`config.mk`:
```
export PLATFORM = sky130hd
export DESIGN_NAME = uiafc_top
export DESIGN_NICKNAME = d
export VERILOG_FILES = /design/src/logic/uiafc_pkg.sv /design/src/logic/uiafc_top.sv /design/src/logic/uiafc_trig.sv
export SDC_FILE = /design/constraint.sdc
export NUM_CORES = 1
export LEC_CHECK = 0
export CORE_MARGIN = 5
export CORE_UTILIZATION = 50
export CTS_CLUSTER_DIAMETER = 200
export DETAILED_ROUTE_END_ITERATION = 8
export DONT_BUFFER_PORTS = 1
export SLEW_MARGIN = 20
export SYNTH_ARGS = -nofsm -noshare
export SYNTH_HDL_FRONTEND = slang
export SYNTH_HIERARCHICAL = 1
export SYNTH_SLANG_ARGS = --single-unit
export TNS_END_PERCENT = 50
```
`constraint.sdc`:
```
create_clock -name i_clk -period 3.6 [get_ports i_clk]
set_input_delay 0.18 -clock i_clk [delete_from_list [all_inputs] [get_ports i_clk]]
set_output_delay 0.18 -clock i_clk [all_outputs]
set_load 0.005 [all_outputs]
```
`src/logic/uiafc_pkg.sv`:
```
// Purpose: Shared constants for the serial interrupt and FIFO control block
// Assumes: Registers are one byte each in the low lane of a 32-bit word
// Notes:   Trigger tables are indexed by the two-bit field code
package uiafc_pkg;
	// Byte offsets on the register bus
	localparam int          ADDR_W   = 5;
	localparam logic [4:0]  OFS_MASK = 5'h00;
	localparam logic [4:0]  OFS_SRC  = 5'h04;
	localparam logic [4:0]  OFS_FIFO = 5'h08;
	localparam logic [4:0]  OFS_FEAT = 5'h0C;
	localparam logic [4:0]  OFS_ENH  = 5'h10;
	localparam logic [4:0]  OFS_TRIG = 5'h14;
	localparam logic [4:0]  OFS_LVL  = 5'h18;
	// Field positions of interrupt_mask_reg
	localparam int M_RX   = 0;
	localparam int M_TX   = 1;
	localparam int M_LS   = 2;
	localparam int M_MS   = 3;
	localparam int M_XOFF = 5;
	localparam int M_RTS  = 6;
	localparam int M_CTS  = 7;
	// Field positions of fifo_setup_reg
	localparam int F_EN    = 0;
	localparam int F_RXRST = 1;
	localparam int F_TXRST = 2;
	localparam int F_DMA   = 3;
	localparam int F_TXLO  = 4;
	localparam int F_RXLO  = 6;
	// Feature and enhanced fields
	localparam int         FT_TBLO  = 4;
	localparam int         FT_RS485 = 3;
	localparam int         FT_ROUTE = 7;
	localparam int         E_UNLOCK = 4;
	localparam logic [7:0] LCR_KEY  = 8'hBF;
	// Reset values
	localparam logic [7:0] RST_BYTE = 8'h00;
	localparam logic [6:0] RST_LVL  = 7'h01;
	// Receive timeout: character times plus extra bit times
	localparam int CHAR_TIMES = 4;
	localparam int EXTRA_BITS = 12;
	// Trigger tables, index is the field code
	localparam logic [6:0] RX_A [4] = '{7'h01, 7'h04, 7'h08, 7'h0E};
	localparam logic [6:0] RX_B [4] = '{7'h08, 7'h10, 7'h18, 7'h1C};
	localparam logic [6:0] TX_B [4] = '{7'h10, 7'h08, 7'h18, 7'h1E};
	localparam logic [6:0] RX_C [4] = '{7'h08, 7'h10, 7'h38, 7'h3C};
	localparam logic [6:0] TX_C [4] = '{7'h08, 7'h10, 7'h20, 7'h38};
	// Interrupt source codes, bits 5:0
	typedef enum logic [5:0] {
		SRC_LS   = 6'b000110,
		SRC_RXTO = 6'b001100,
		SRC_RX   = 6'b000100,
		SRC_TX   = 6'b000010,
		SRC_MS   = 6'b000000,
		SRC_XOFF = 6'b010000,
		SRC_FLOW = 6'b100000,
		SRC_NONE = 6'b000001
	} uiafc_src_t;
endpackage

```
`src/logic/uiafc_top.sv`:
```
// Purpose: Interrupt ranking and FIFO setup for one serial channel
// Assumes: Status events and strobes come from logic on i_clk
// Notes:   Only the clear-to-send pin is synchronised here
// What this block does
// RL1 - Rising flow pins raise flagged interrupt
// RL2 - Source read shows one, holds until serviced
// RL3 - Line error bits raise line-status interrupt
// RL4 - Timeout after four chars plus twelve bits
// RL5 - Transmit ready on trigger, empty, or idle
// RL6 - Modem delta bits raise modem-status interrupt
// RL7 - Xoff or special match raises interrupt
// RL8 - Line read clears line; modem read clears modem and flow
// RL9 - Reads below trigger clear; holding read clears timeout
// RL10 - Source read or holding write clears transmit
// RL11 - Xoff cleared by Xon; special by next
// RL12 - Fixed six-bit code per priority level
// RL13 - Bit zero low means an interrupt pending
// RL14 - Bits five and four need enhanced unlock
// RL15 - Top two source bits mirror FIFO enable
// RL16 - Setup write only clears enable unless enable bit set
// RL17 - FIFO reset bits pulse and self clear
// RL18 - Setup bit three selects DMA pin mode
// RL19 - Transmit trigger writable only when unlocked
// RL20 - Receive trigger; last table applies both
// RL21 - Tables zero and one give fixed levels
// RL22 - Table two fixed, table three programmable
// RL23 - Table in feature bits, unlock behind key
//
// Register access over Avalon-MM and the register addresses were left to the implementer.
`timescale 1ns/1ps
module uiafc_top #(
	parameter int CHAR_BITS = 10
) (
	input  wire logic        i_clk,
	input  wire logic        i_rst_n,
	input  wire logic [4:0]  i_address,
	input  wire logic        i_read,
	input  wire logic        i_write,
	input  wire logic [31:0] i_writedata,
	input  wire logic [3:0]  i_byteenable,
	output logic      [31:0] o_readdata,
	output logic             o_waitrequest,
	input  wire logic [7:0]  i_line_ctrl,
	input  wire logic [6:0]  i_rx_count,
	input  wire logic [6:0]  i_tx_count,
	input  wire logic        i_tx_all_empty,
	input  wire logic        i_bit_tick,
	input  wire logic        i_ls_err,
	input  wire logic        i_msr_delta,
	input  wire logic        i_xoff_match,
	input  wire logic        i_xon_match,
	input  wire logic        i_special_match,
	input  wire logic        i_rx_char,
	input  wire logic        i_lsr_read,
	input  wire logic        i_msr_read,
	input  wire logic        i_rhr_read,
	input  wire logic        i_thr_write,
	input  wire logic        i_rts_n,
	input  wire logic        i_cts_n,
	output logic             o_int_pending,
	output logic             o_fifo_enable,
	output logic             o_dma_mode,
	output logic             o_rx_fifo_reset,
	output logic             o_tx_fifo_reset
);
	localparam logic [7:0] TMO_LIMIT = 8'(uiafc_pkg::CHAR_TIMES * CHAR_BITS
		+ uiafc_pkg::EXTRA_BITS);

	typedef struct packed {
		logic                  wait_n;
		logic [7:0]            rdata;
		logic [7:0]            mask;
		logic [7:0]            feat;
		logic [7:0]            enh;
		logic                  fifo_en;
		logic                  dma;
		logic [1:0]            rx_code;
		logic [1:0]            tx_code;
		logic [1:0]            table_sel;
		logic [6:0]            prog_rx;
		logic [6:0]            prog_tx;
		logic                  rx_rst;
		logic                  tx_rst;
		logic                  f_ls;
		logic                  f_to;
		logic                  f_tx;
		logic                  f_ms;
		logic                  f_xoff;
		logic                  f_spc;
		logic                  f_flow;
		logic                  over;
		uiafc_pkg::uiafc_src_t src;
		logic                  irq;
		logic [6:0]            rx_prev;
		logic [6:0]            tx_prev;
		logic                  empty_prev;
		logic                  mtx_prev;
		logic                  rts_prev;
		logic                  cts_s1;
		logic                  cts_s2;
		logic                  cts_prev;
		logic [7:0]            tmo;
	} uiafc_state_t;

	uiafc_state_t s;
	uiafc_state_t next_s;
	logic [6:0]   rx_lvl;
	logic [6:0]   tx_lvl;
	logic         unlocked;
	logic         req;
	logic         done;
	logic         rd_src;
	logic         ls_set, to_set, tx_set, ms_set;
	logic         xoff_set, spc_set, flow_set;
	logic         p_ls, p_to, p_rx, p_tx, p_ms, p_xs, p_fl;
	logic         cur_pend;
	logic         rx_hit;

	// Trigger levels from the table latched at the last setup write with enable set
	uiafc_trig u_trig (
		.i_table   (s.table_sel),
		.i_rx_code (s.rx_code),
		.i_tx_code (s.tx_code),
		.i_prog_rx (s.prog_rx),
		.i_prog_tx (s.prog_tx),
		.o_rx_lvl  (rx_lvl),
		.o_tx_lvl  (tx_lvl)
	);

	// Rising edge of a sampled level
	function automatic logic rose(input logic now, input logic prev);
		rose = now & ~prev;
	endfunction

	// Read value of a register; unmapped and write-only read zero
	function automatic logic [7:0] rd_val(input logic [4:0] a,
		input uiafc_state_t st, input logic [6:0] lr);
		case (a)
			uiafc_pkg::OFS_MASK: rd_val = st.mask;
			uiafc_pkg::OFS_SRC:  rd_val = {{2{st.fifo_en}}, st.src}; // RL15
			uiafc_pkg::OFS_FEAT: rd_val = st.feat;
			uiafc_pkg::OFS_ENH:  rd_val = st.enh;
			uiafc_pkg::OFS_TRIG: rd_val = {1'b0, st.feat[uiafc_pkg::FT_ROUTE]
				? st.prog_tx : st.prog_rx};
			uiafc_pkg::OFS_LVL:  rd_val = {1'b0, lr};
			default:             rd_val = uiafc_pkg::RST_BYTE;
		endcase
	endfunction

	// Bus handshake: one wait cycle, effects at the completing edge
	assign req    = i_read | i_write;
	assign done   = req & ~s.wait_n;
	assign rd_src = done & i_read & (i_address == uiafc_pkg::OFS_SRC);
	assign unlocked = s.enh[uiafc_pkg::E_UNLOCK];

	// Event detection feeding the sticky flags
	assign ls_set   = i_ls_err; // RL3
	assign ms_set   = i_msr_delta; // RL6
	assign xoff_set = i_xoff_match; // RL7
	assign spc_set  = i_special_match; // RL7
	assign flow_set = unlocked & // RL1
		((s.mask[uiafc_pkg::M_RTS] & rose(i_rts_n, s.rts_prev)) |
		(s.mask[uiafc_pkg::M_CTS] & rose(s.cts_s2, s.cts_prev)));
	assign to_set   = s.fifo_en & (i_rx_count != 7'h00) & // RL4
		(s.tmo == TMO_LIMIT) & ~s.f_to;
	// Trigger crossing, unfilled empty, idle line, or newly enabled
	always_comb begin
		if (s.feat[uiafc_pkg::FT_RS485]) begin
			tx_set = rose(i_tx_all_empty, s.empty_prev); // RL5
		end else if (s.fifo_en) begin
			tx_set = ((s.tx_prev >= tx_lvl) & (i_tx_count < tx_lvl)) | // RL5
				(~s.over & (s.tx_prev != 7'h00) & (i_tx_count == 7'h00));
		end else begin
			tx_set = (s.tx_prev != 7'h00) & (i_tx_count == 7'h00); // RL5
		end
		if (rose(s.mask[uiafc_pkg::M_TX], s.mtx_prev) && i_tx_count == 7'h00)
			tx_set = 1'b1;
	end

	// Pending sources after masking
	assign rx_hit = s.fifo_en ? (i_rx_count >= rx_lvl) // RL20
		: (i_rx_count != 7'h00);
	assign p_ls = s.f_ls & s.mask[uiafc_pkg::M_LS];
	assign p_to = s.f_to & s.mask[uiafc_pkg::M_RX];
	assign p_rx = rx_hit & s.mask[uiafc_pkg::M_RX]; // RL9
	assign p_tx = s.f_tx & s.mask[uiafc_pkg::M_TX];
	assign p_ms = s.f_ms & s.mask[uiafc_pkg::M_MS];
	assign p_xs = (s.f_xoff | s.f_spc) & s.mask[uiafc_pkg::M_XOFF]
		& unlocked; // RL14
	assign p_fl = s.f_flow & unlocked; // RL14

	// Whether the source now shown is still unserviced
	always_comb begin
		case (s.src)
			uiafc_pkg::SRC_LS:   cur_pend = p_ls;
			uiafc_pkg::SRC_RXTO: cur_pend = p_to;
			uiafc_pkg::SRC_RX:   cur_pend = p_rx;
			uiafc_pkg::SRC_TX:   cur_pend = p_tx;
			uiafc_pkg::SRC_MS:   cur_pend = p_ms;
			uiafc_pkg::SRC_XOFF: cur_pend = p_xs;
			uiafc_pkg::SRC_FLOW: cur_pend = p_fl;
			default:             cur_pend = 1'b0;
		endcase
	end

	// Next state of the whole block
	always_comb begin
		next_s            = s;
		next_s.rx_rst     = 1'b0; // RL17
		next_s.tx_rst     = 1'b0;
		next_s.wait_n     = ~(req & s.wait_n);
		next_s.cts_s1     = i_cts_n;
		next_s.cts_s2     = s.cts_s1;
		next_s.cts_prev   = s.cts_s2;
		next_s.rts_prev   = i_rts_n;
		next_s.rx_prev    = i_rx_count;
		next_s.tx_prev    = i_tx_count;
		next_s.empty_prev = i_tx_all_empty;
		next_s.mtx_prev   = s.mask[uiafc_pkg::M_TX];
		if (req && s.wait_n)
			next_s.rdata = rd_val(i_address, s, rx_lvl);
		// Register writes, low byte lane only
		if (done && i_write && i_byteenable[0]) begin
			case (i_address)
				uiafc_pkg::OFS_MASK: next_s.mask = i_writedata[7:0];
				uiafc_pkg::OFS_FEAT: next_s.feat = i_writedata[7:0];
				uiafc_pkg::OFS_ENH: begin
					if (i_line_ctrl == uiafc_pkg::LCR_KEY) // RL23
						next_s.enh = i_writedata[7:0];
				end
				uiafc_pkg::OFS_TRIG: begin
					if (s.feat[uiafc_pkg::FT_ROUTE]) // RL22
						next_s.prog_tx = i_writedata[6:0];
					else
						next_s.prog_rx = i_writedata[6:0];
				end
				uiafc_pkg::OFS_FIFO: begin
					next_s.fifo_en = i_writedata[uiafc_pkg::F_EN]; // RL16
					if (i_writedata[uiafc_pkg::F_EN]) begin
						next_s.rx_rst = i_writedata[uiafc_pkg::F_RXRST]; // RL17
						next_s.tx_rst = i_writedata[uiafc_pkg::F_TXRST];
						next_s.dma = i_writedata[uiafc_pkg::F_DMA]; // RL18
						next_s.rx_code = i_writedata[uiafc_pkg::F_RXLO +: 2];
						next_s.table_sel = s.feat[uiafc_pkg::FT_TBLO +: 2]; // RL20
						if (unlocked) // RL19
							next_s.tx_code = i_writedata[uiafc_pkg::F_TXLO +: 2];
					end
				end
				default: next_s.mask = s.mask;
			endcase
		end
		// Timeout timer restarts on each new or removed character
		if (i_rx_count == 7'h00 || i_rx_count != s.rx_prev || i_rhr_read)
			next_s.tmo = 8'h00;
		else if (i_bit_tick && s.tmo != TMO_LIMIT)
			next_s.tmo = 8'(s.tmo + 8'h01); // RL4
		// Track whether the last reload passed the transmit trigger
		if (i_tx_count > tx_lvl)
			next_s.over = 1'b1;
		else if (i_tx_count == 7'h00)
			next_s.over = 1'b0;
		// Sticky flags: a set in the clearing cycle wins
		next_s.f_ls = (s.f_ls & ~i_lsr_read) | ls_set; // RL8
		next_s.f_ms = (s.f_ms & ~i_msr_read) | ms_set; // RL8
		next_s.f_flow = (s.f_flow & ~i_msr_read) | flow_set; // RL8
		next_s.f_to = (s.f_to & ~i_rhr_read) | to_set; // RL9
		next_s.f_tx = (s.f_tx & ~(i_thr_write | // RL10
			(rd_src && s.src == uiafc_pkg::SRC_TX))) | tx_set;
		next_s.f_xoff = (s.f_xoff & ~(i_xon_match | // RL11
			(rd_src && s.src == uiafc_pkg::SRC_XOFF))) | xoff_set;
		next_s.f_spc = (s.f_spc & ~(i_rx_char | // RL11
			(rd_src && s.src == uiafc_pkg::SRC_XOFF))) | spc_set;
		// Shown source holds until serviced, then the highest wins
		if (!cur_pend) begin // RL2
			if (p_ls)
				next_s.src = uiafc_pkg::SRC_LS; // RL12
			else if (p_to)
				next_s.src = uiafc_pkg::SRC_RXTO;
			else if (p_rx)
				next_s.src = uiafc_pkg::SRC_RX;
			else if (p_tx)
				next_s.src = uiafc_pkg::SRC_TX;
			else if (p_ms)
				next_s.src = uiafc_pkg::SRC_MS;
			else if (p_xs)
				next_s.src = uiafc_pkg::SRC_XOFF;
			else if (p_fl)
				next_s.src = uiafc_pkg::SRC_FLOW;
			else
				next_s.src = uiafc_pkg::SRC_NONE;
		end
		next_s.irq = (next_s.src != uiafc_pkg::SRC_NONE); // RL13
	end

	// State register; reset takes constants only
	always_ff @(posedge i_clk or negedge i_rst_n) begin
		if (!i_rst_n) begin
			s           <= '0;
			s.wait_n    <= 1'b1;
			s.src       <= uiafc_pkg::SRC_NONE; // RL13
			s.prog_rx   <= uiafc_pkg::RST_LVL;
			s.prog_tx   <= uiafc_pkg::RST_LVL;
			s.cts_s1    <= 1'b1;
			s.cts_s2    <= 1'b1;
			s.cts_prev  <= 1'b1;
			s.rts_prev  <= 1'b1;
		end else begin
			s <= next_s;
		end
	end

	// Outputs straight from the state register
	assign o_readdata      = {24'h00_0000, s.rdata};
	assign o_waitrequest   = s.wait_n;
	assign o_int_pending   = s.irq;
	assign o_fifo_enable   = s.fifo_en;
	assign o_dma_mode      = s.dma;
	assign o_rx_fifo_reset = s.rx_rst;
	assign o_tx_fifo_reset = s.tx_rst;

	// Checks on the ranking and flag logic
	AST_FLOW_SET: assert property (@(posedge i_clk) disable iff (!i_rst_n) // RL1
		flow_set |=> s.f_flow) else $error("flow flag not set");
	AST_SRC_HOLD: assert property (@(posedge i_clk) disable iff (!i_rst_n) // RL2
		cur_pend |=> $stable(s.src)) else $error("source changed early");
	AST_LS_SET: assert property (@(posedge i_clk) disable iff (!i_rst_n) // RL3
		i_ls_err ##1 s.mask[uiafc_pkg::M_LS] && s.src == uiafc_pkg::SRC_NONE
		|=> s.src == uiafc_pkg::SRC_LS) else $error("line status missed");
	AST_TMO: assert property (@(posedge i_clk) disable iff (!i_rst_n) // RL4
		$rose(s.f_to) |-> $past(s.tmo) == TMO_LIMIT)
		else $error("timeout at wrong count");
	AST_MS_SET: assert property (@(posedge i_clk) disable iff (!i_rst_n) // RL6
		i_msr_delta |=> s.f_ms) else $error("modem flag not set");
	AST_LS_CLR: assert property (@(posedge i_clk) disable iff (!i_rst_n) // RL8
		i_lsr_read && !i_ls_err |=> !s.f_ls) else $error("line not cleared");
	AST_TX_CLR: assert property (@(posedge i_clk) disable iff (!i_rst_n) // RL10
		i_thr_write && !tx_set |=> !s.f_tx) else $error("tx not cleared");
	AST_SPC_CLR: assert property (@(posedge i_clk) disable iff (!i_rst_n) // RL11
		i_rx_char && !i_special_match && !rd_src |=> !s.f_spc)
		else $error("special not cleared");
	AST_IDLE: assert property (@(posedge i_clk) disable iff (!i_rst_n) // RL13
		s.src == uiafc_pkg::SRC_NONE |-> !o_int_pending)
		else $error("pending while idle");
	AST_SRC_RD: assert property (@(posedge i_clk) disable iff (!i_rst_n) // RL15
		i_read && s.wait_n && i_address == uiafc_pkg::OFS_SRC
		|=> o_readdata[7:6] == {2{$past(s.fifo_en)}})
		else $error("fifo bits wrong");
	AST_IGNORE: assert property (@(posedge i_clk) disable iff (!i_rst_n) // RL16
		done && i_write && i_byteenable[0]
		&& i_address == uiafc_pkg::OFS_FIFO && !i_writedata[0]
		|=> !s.fifo_en && $stable(s.dma) && !s.rx_rst)
		else $error("setup not ignored");
	AST_RST_PULSE: assert property (@(posedge i_clk) disable iff (!i_rst_n)
		o_rx_fifo_reset |=> !o_rx_fifo_reset) // RL17
		else $error("reset not self clearing");
	AST_ACK: assert property (@(posedge i_clk) disable iff (!i_rst_n)
		req && s.wait_n |=> !o_waitrequest ##1 o_waitrequest)
		else $error("bus answer timing");

	// Main scenarios
	COV_TMO: cover property (@(posedge i_clk) disable iff (!i_rst_n)
		s.src == uiafc_pkg::SRC_RXTO);
	COV_FLOW: cover property (@(posedge i_clk) disable iff (!i_rst_n)
		s.src == uiafc_pkg::SRC_FLOW);
	COV_TBL: cover property (@(posedge i_clk) disable iff (!i_rst_n)
		s.table_sel == 2'h3 && p_rx);
endmodule

```
`src/logic/uiafc_trig.sv`:
```
// Purpose: Trigger level lookup for receive and transmit FIFOs
// Assumes: Table select was latched at the last FIFO setup write with enable set
// Notes:   Purely combinational, inputs come from the caller's state register
`timescale 1ns/1ps
module uiafc_trig (
	input  wire logic [1:0] i_table,
	input  wire logic [1:0] i_rx_code,
	input  wire logic [1:0] i_tx_code,
	input  wire logic [6:0] i_prog_rx,
	input  wire logic [6:0] i_prog_tx,
	output logic      [6:0] o_rx_lvl,
	output logic      [6:0] o_tx_lvl
);
	// One table serves both directions
	always_comb begin
		case (i_table)
			2'h0: begin
				o_rx_lvl = uiafc_pkg::RX_A[i_rx_code]; // RL21
				o_tx_lvl = uiafc_pkg::RST_LVL;
			end
			2'h1: begin
				o_rx_lvl = uiafc_pkg::RX_B[i_rx_code]; // RL21
				o_tx_lvl = uiafc_pkg::TX_B[i_tx_code];
			end
			2'h2: begin
				o_rx_lvl = uiafc_pkg::RX_C[i_rx_code]; // RL22
				o_tx_lvl = uiafc_pkg::TX_C[i_tx_code];
			end
			default: begin
				o_rx_lvl = i_prog_rx; // RL22
				o_tx_lvl = i_prog_tx;
			end
		endcase
	end
endmodule

```
**Word-level counts from Yosys, hierarchy flattened**

Index checks and enable logic that the tools add are counted.

- $add $sub $neg: 1
- $mul: 0
- Div/mod/pow operators: 0
- $lt $le $gt $ge: 6
- Eq/ne operators: 19
- Shift operators: 0
- Multiplexer cells: 39
- Bitwise operators: 64
- Reduce and logical (&&, ||, !) cells: 26

Operators by type and width:

| kind | number |
|---|---|
| $mux W7 | 11 |
| $bmux W7 S2 | 5 |
| $mux W6 | 8 |
| $pmux W8 S6 | 1 |
| $pmux W7 S3 | 2 |
| $and A1 B1 Y1 | 33 |
| $mux W8 | 2 |
| $eq A5 B5 Y1 const B | 3 |
| $not A1 Y1 | 15 |
| $ge A7 B7 Y1 | 2 |
| $logic_not A7 Y1 | 2 |
| $or A1 B1 Y1 | 14 |
| $reduce_bool A7 Y1 | 2 |
| $eq A6 B3 Y1 const B | 2 |
| $reduce_and A3 Y1 | 4 |
| $eq A5 B4 Y1 const B | 2 |
| $add A8 B1 Y8 const B | 1 |
| $eq A8 B6 Y1 const B | 1 |
| $eq A8 B8 Y1 const B | 1 |
| $ne A8 B6 Y1 const B | 1 |
| $gt A7 B7 Y1 | 1 |
| $logic_and A1 B1 Y1 | 7 |
| $lt A7 B7 Y1 | 1 |
| $ne A7 B7 Y1 | 1 |
| other kinds (20) | 33 |

- Register bits after elaboration: 100
- Latch bits: 0
- RAM bits: 0
- ROM bits: 0
- Word-level logic and storage cells: 188
- Memories: 0

**Depth between registers and ports, before layout**

- Depth in word-level cells: 13
- Mapped depth: 11
- Depth with buffers taken out: 11

**Modules after synthesis**

Netlist, hierarchy kept.

Modules (own cells, without submodules):

| module | instances | cells an instance | area each (um^2) | seq. area each (um^2) |
|---|---|---|---|---|
| uiafc_top | 1 | 465 | 5205.0 | 2512.4 |
| uiafc_trig | 1 | 47 | 294.0 | 0.0 |

**Worst setup path before layout**

OpenSTA, ideal clock, no wires.

- Path kind: register to register
- From: register s[59] in the netlist's numbering
- To: register s[32] in the netlist's numbering
- Arrival time: 2.360 ns
- Data required time: 3.475 ns
- Path slack: 1.115 ns
- Cell stages (with the launch flop): 12
- Buffers on the path: 2
- Clock period less this slack: 2.485 ns
- Cell sequence: dfrtp_1 buf_2 buf_2 nor3_1 o22ai_1 inv_1 ha_1 and3_1 a221o_1 a31oi_2 o31ai_2 mux2_4

RTL lines:

| what | line | RTL |
|---|---|---|
| start, declared | uiafc_top.sv:105 | `uiafc_state_t s;` |
| start signal, assigned | uiafc_top.sv:308 | `s <= next_s;` |

==> results.txt <==
Peak supply drop: 295 uV
Routed WL per cell: 19.0 um
Largest family of logic cells by synthesized area: simple AND/OR/NAND/NOR gates
WHS: 0.0178 ns
Max Slew Vio Count: 0
Largest net degree at the start of global routing: 101
Finished Layout Cells: 693
# setup viols final: 0
Run status: finished, final reports clean
Core area: 0.0108 mm2
Cell Area, Synth: 0.00550 mm2
I/O pins: 119
Async SR Flop Fraction: 1.00
DIE AREA: 0.0132 mm2
Clock Pin Slew Worst Setup and Hold Paths: 0.10 ns
Post-DP HPWL: 9300 um
CTS resizes: 0
Area Overhead vs Synth: 11.7%
Vias in the first global route: 4065
Post-synthesis sequential area ratio: 0.457
Leakage dissipation: 2.74 nW
Die Ht: 115 um
CTS H-tree depth: 3
DR vias/cell: 5.74
R2R depth: 10
Antenna Diode Count: 0
Worst-Skew Late Latency: 0.39 ns
Root Buffer: clkbuf_8
ANT nets after route: 0
Post-synthesis xor/xnor area fraction: 0.0223
Most frequently used flop master after synthesis: dfrtp_1
Slew margin rel.: 0.541
CTS Buf Count: 9
CP required: 3.89 ns
Drt pass-1 iters: 5
Number of remaining DRC errors: 0
Area after DPL: 0.00550 mm2
GRT overflow: 0
Synth Area in Adders: 0.0612
Commonest non-fill, non-tap cell in the layout: dfrtp_1
CTS Sinks: 100
Compound-Gate Fraction of Synth Area: 0.129
Worst min path class: input port to flip-flop
Hold path depth: 2
Final period util: 0.814
Drt total wl: 13100 um
Initial antenna violation count: 0
Startpoint Class: flip-flop
Number of synthesized flops with an enable pin: 0
Fraction of layout cells with a size suffix above 1: 0.174
Final instance area: 0.00614 mm2
Buffer depth of the longest clock path: 2
Crit-path max FO: 14
Pwr/cell area: 370 mW/mm2
Post-synthesis mux area share: 0.105
Synth cell types: 73
CTS tree: yes
Most frequent cells in the layout: dfrtp_1, nand2_1, mux2_2
Synthesized flop and latch total: 100
Fmax: 0.341 GHz
Post-CTS Setup Bufs: 0
Final core occ: 0.569
Syn. warnings: 6
RD Place Congestion: 0.800
Worst EP arrival: 3.22 ns
DP Cell Count: 637
Core Rows: 38
Number of vias in the routed layout: 3979
Critical path class: flip-flop to flip-flop
Cells after Synth: 512
DR iter-0 viols: 272
Post-synthesis average cell area: 10.7 um2
Tmin final: 2.93 ns
Initial Util: 0.510
CP Capture Type: flip-flop
Total negative slack: 0 ns
GRT Resource Usage Total: 0.216
Worst slew pin tran: 0.685 ns
RSZ-0062 raised after global routing: no
Worst Clk Skew: 0.00799 ns
Simple-gate portion of the synthesized area: 0.154
Global-route wire length before repair: 21900 um
Layout Nets: 655
IO Port Bufs: 0
Die Wd: 115 um
Max Cap Viol: 0
Final Hold Viols: 0
[metal layers]
layer / share of wire / routed length, um / GRT usage
met1: 0.45 / 5950 / 0.298
met2: 0.45 / 5960 / 0.330
met3: 0.068 / 898 / 0.0632
met4: 0.025 / 323 / 0.0673
met5: 0 / 0 / 0
[state kept, by name (all words and copies together) (netlist names)]
name and cells:
s 83, o_readdata 8, next_s 3, o_dma_mode 1, o_fifo_enable 1, o_int_pending 1, o_rx_fifo_reset 1, o_tx_fifo_reset 1
o_waitrequest 1
[critical path, stage by stage (launching register included)]
cell	delay, ns
dfrtp_1	0.55
nor2b_1	0.26
a21oi_1	0.06
nor2b_1	0.28
inv_1	0.09
ha_1	0.30
a21o_1	0.16
a221o_1	0.35
a31oi_2	0.27
o31ai_2	0.17
o41ai_2	0.35
[cell usage after synthesis (all sizes together) (2+ instances only)]
master | n | area, um2
a211oi | 3 | 27.5
a21o | 11 | 82.6
a21oi | 13 | 65.1
a22o | 2 | 17.5
a22oi | 14 | 105
a2bb2oi | 7 | 61.3
a31o | 3 | 26.3
a31oi | 8 | 56.3
and2 | 5 | 31.3
and3 | 8 | 51.3
and4 | 2 | 18.8
buf | 38 | 270
clkbuf | 3 | 11.3
dfrtp | 92 | 2300
dfstp | 8 | 210
ha | 26 | 325
inv | 30 | 113
mux2 | 42 | 477
mux2i | 10 | 100
nand2 | 46 | 185
nand2b | 7 | 43.8
nand3 | 14 | 70.1
nand3b | 4 | 30.0
nand4 | 6 | 37.5
nand4b | 4 | 35.0
nor2 | 25 | 111
nor2b | 7 | 43.8
nor3 | 9 | 72.6
nor4 | 3 | 18.8
o21a | 3 | 22.5
o21ai | 14 | 73.8
o31ai | 3 | 27.5
o41ai | 3 | 41.3
or3 | 2 | 13.8
or4 | 6 | 48.8
xnor2 | 2 | 17.5
xor2 | 12 | 105
[cell families after synthesis]
logic type	after synthesis
buf+inv	71
compound gates	95
flops	100
fa+ha+maj	27
xor+xnor	14
mux	52
simple gates	152
other cells	1
[path summary, 6_finish.rpt]
| check | startpoint | endpoint | slack, ns |
|---|---|---|---|
| max | s[59]$_DFFE_PN0P_ | s[33]$_DFF_PN0_ | 0.67 |
| min | i_msr_read | s[36]$_DFF_PN0_ | 0.02 |
| max reg2reg | s[59]$_DFFE_PN0P_ | s[33]$_DFF_PN0_ | 0.67 |
| min reg2reg | next_s[9]$_DFF_PN1_ | next_s[8]$_DFF_PN1_ | 0.36 |
| max in group asynchronous | i_rst_n | s[52]$_DFFE_PN1P_ | 2.81 |
| min in group asynchronous | i_rst_n | s[0]$_DFFE_PN0P_ | 0.40 |
[power breakdown]
group          internal [mW]  switching [mW]
Combinational          0.111           0.117
Clock                  0.413           0.406
Sequential              1.18          0.0511
Total                   1.70           0.573
[final cells by class]
type / instances / area (um2)
timing repair buffer: 43 / 440
inverter: 30 / 113
clock inverter: 5 / 83.8
tap: 140 / 175
sequential: 100 / 2510
multi-input combinational: 364 / 2680
fill: 946 / 4650
clock buffer: 11 / 141
[per-stage QoR]
stage / setup WS, ns / total power, mW
global placement: 0.701 / 1.40
CTS: 0.652 / 2.30
detailed placement: 0.697 / 1.41
global route: 0.466 / 2.39
finish: 0.668 / 2.28
floorplan: 1.12 / 1.39
[timing repair]
action	in CTS	in global routing
setup endpoints to repair	0	0
hold buffers	40	0
endpoints found under the hold margin	170	0
No activity file was read; power rests on OpenSTA's default activity.
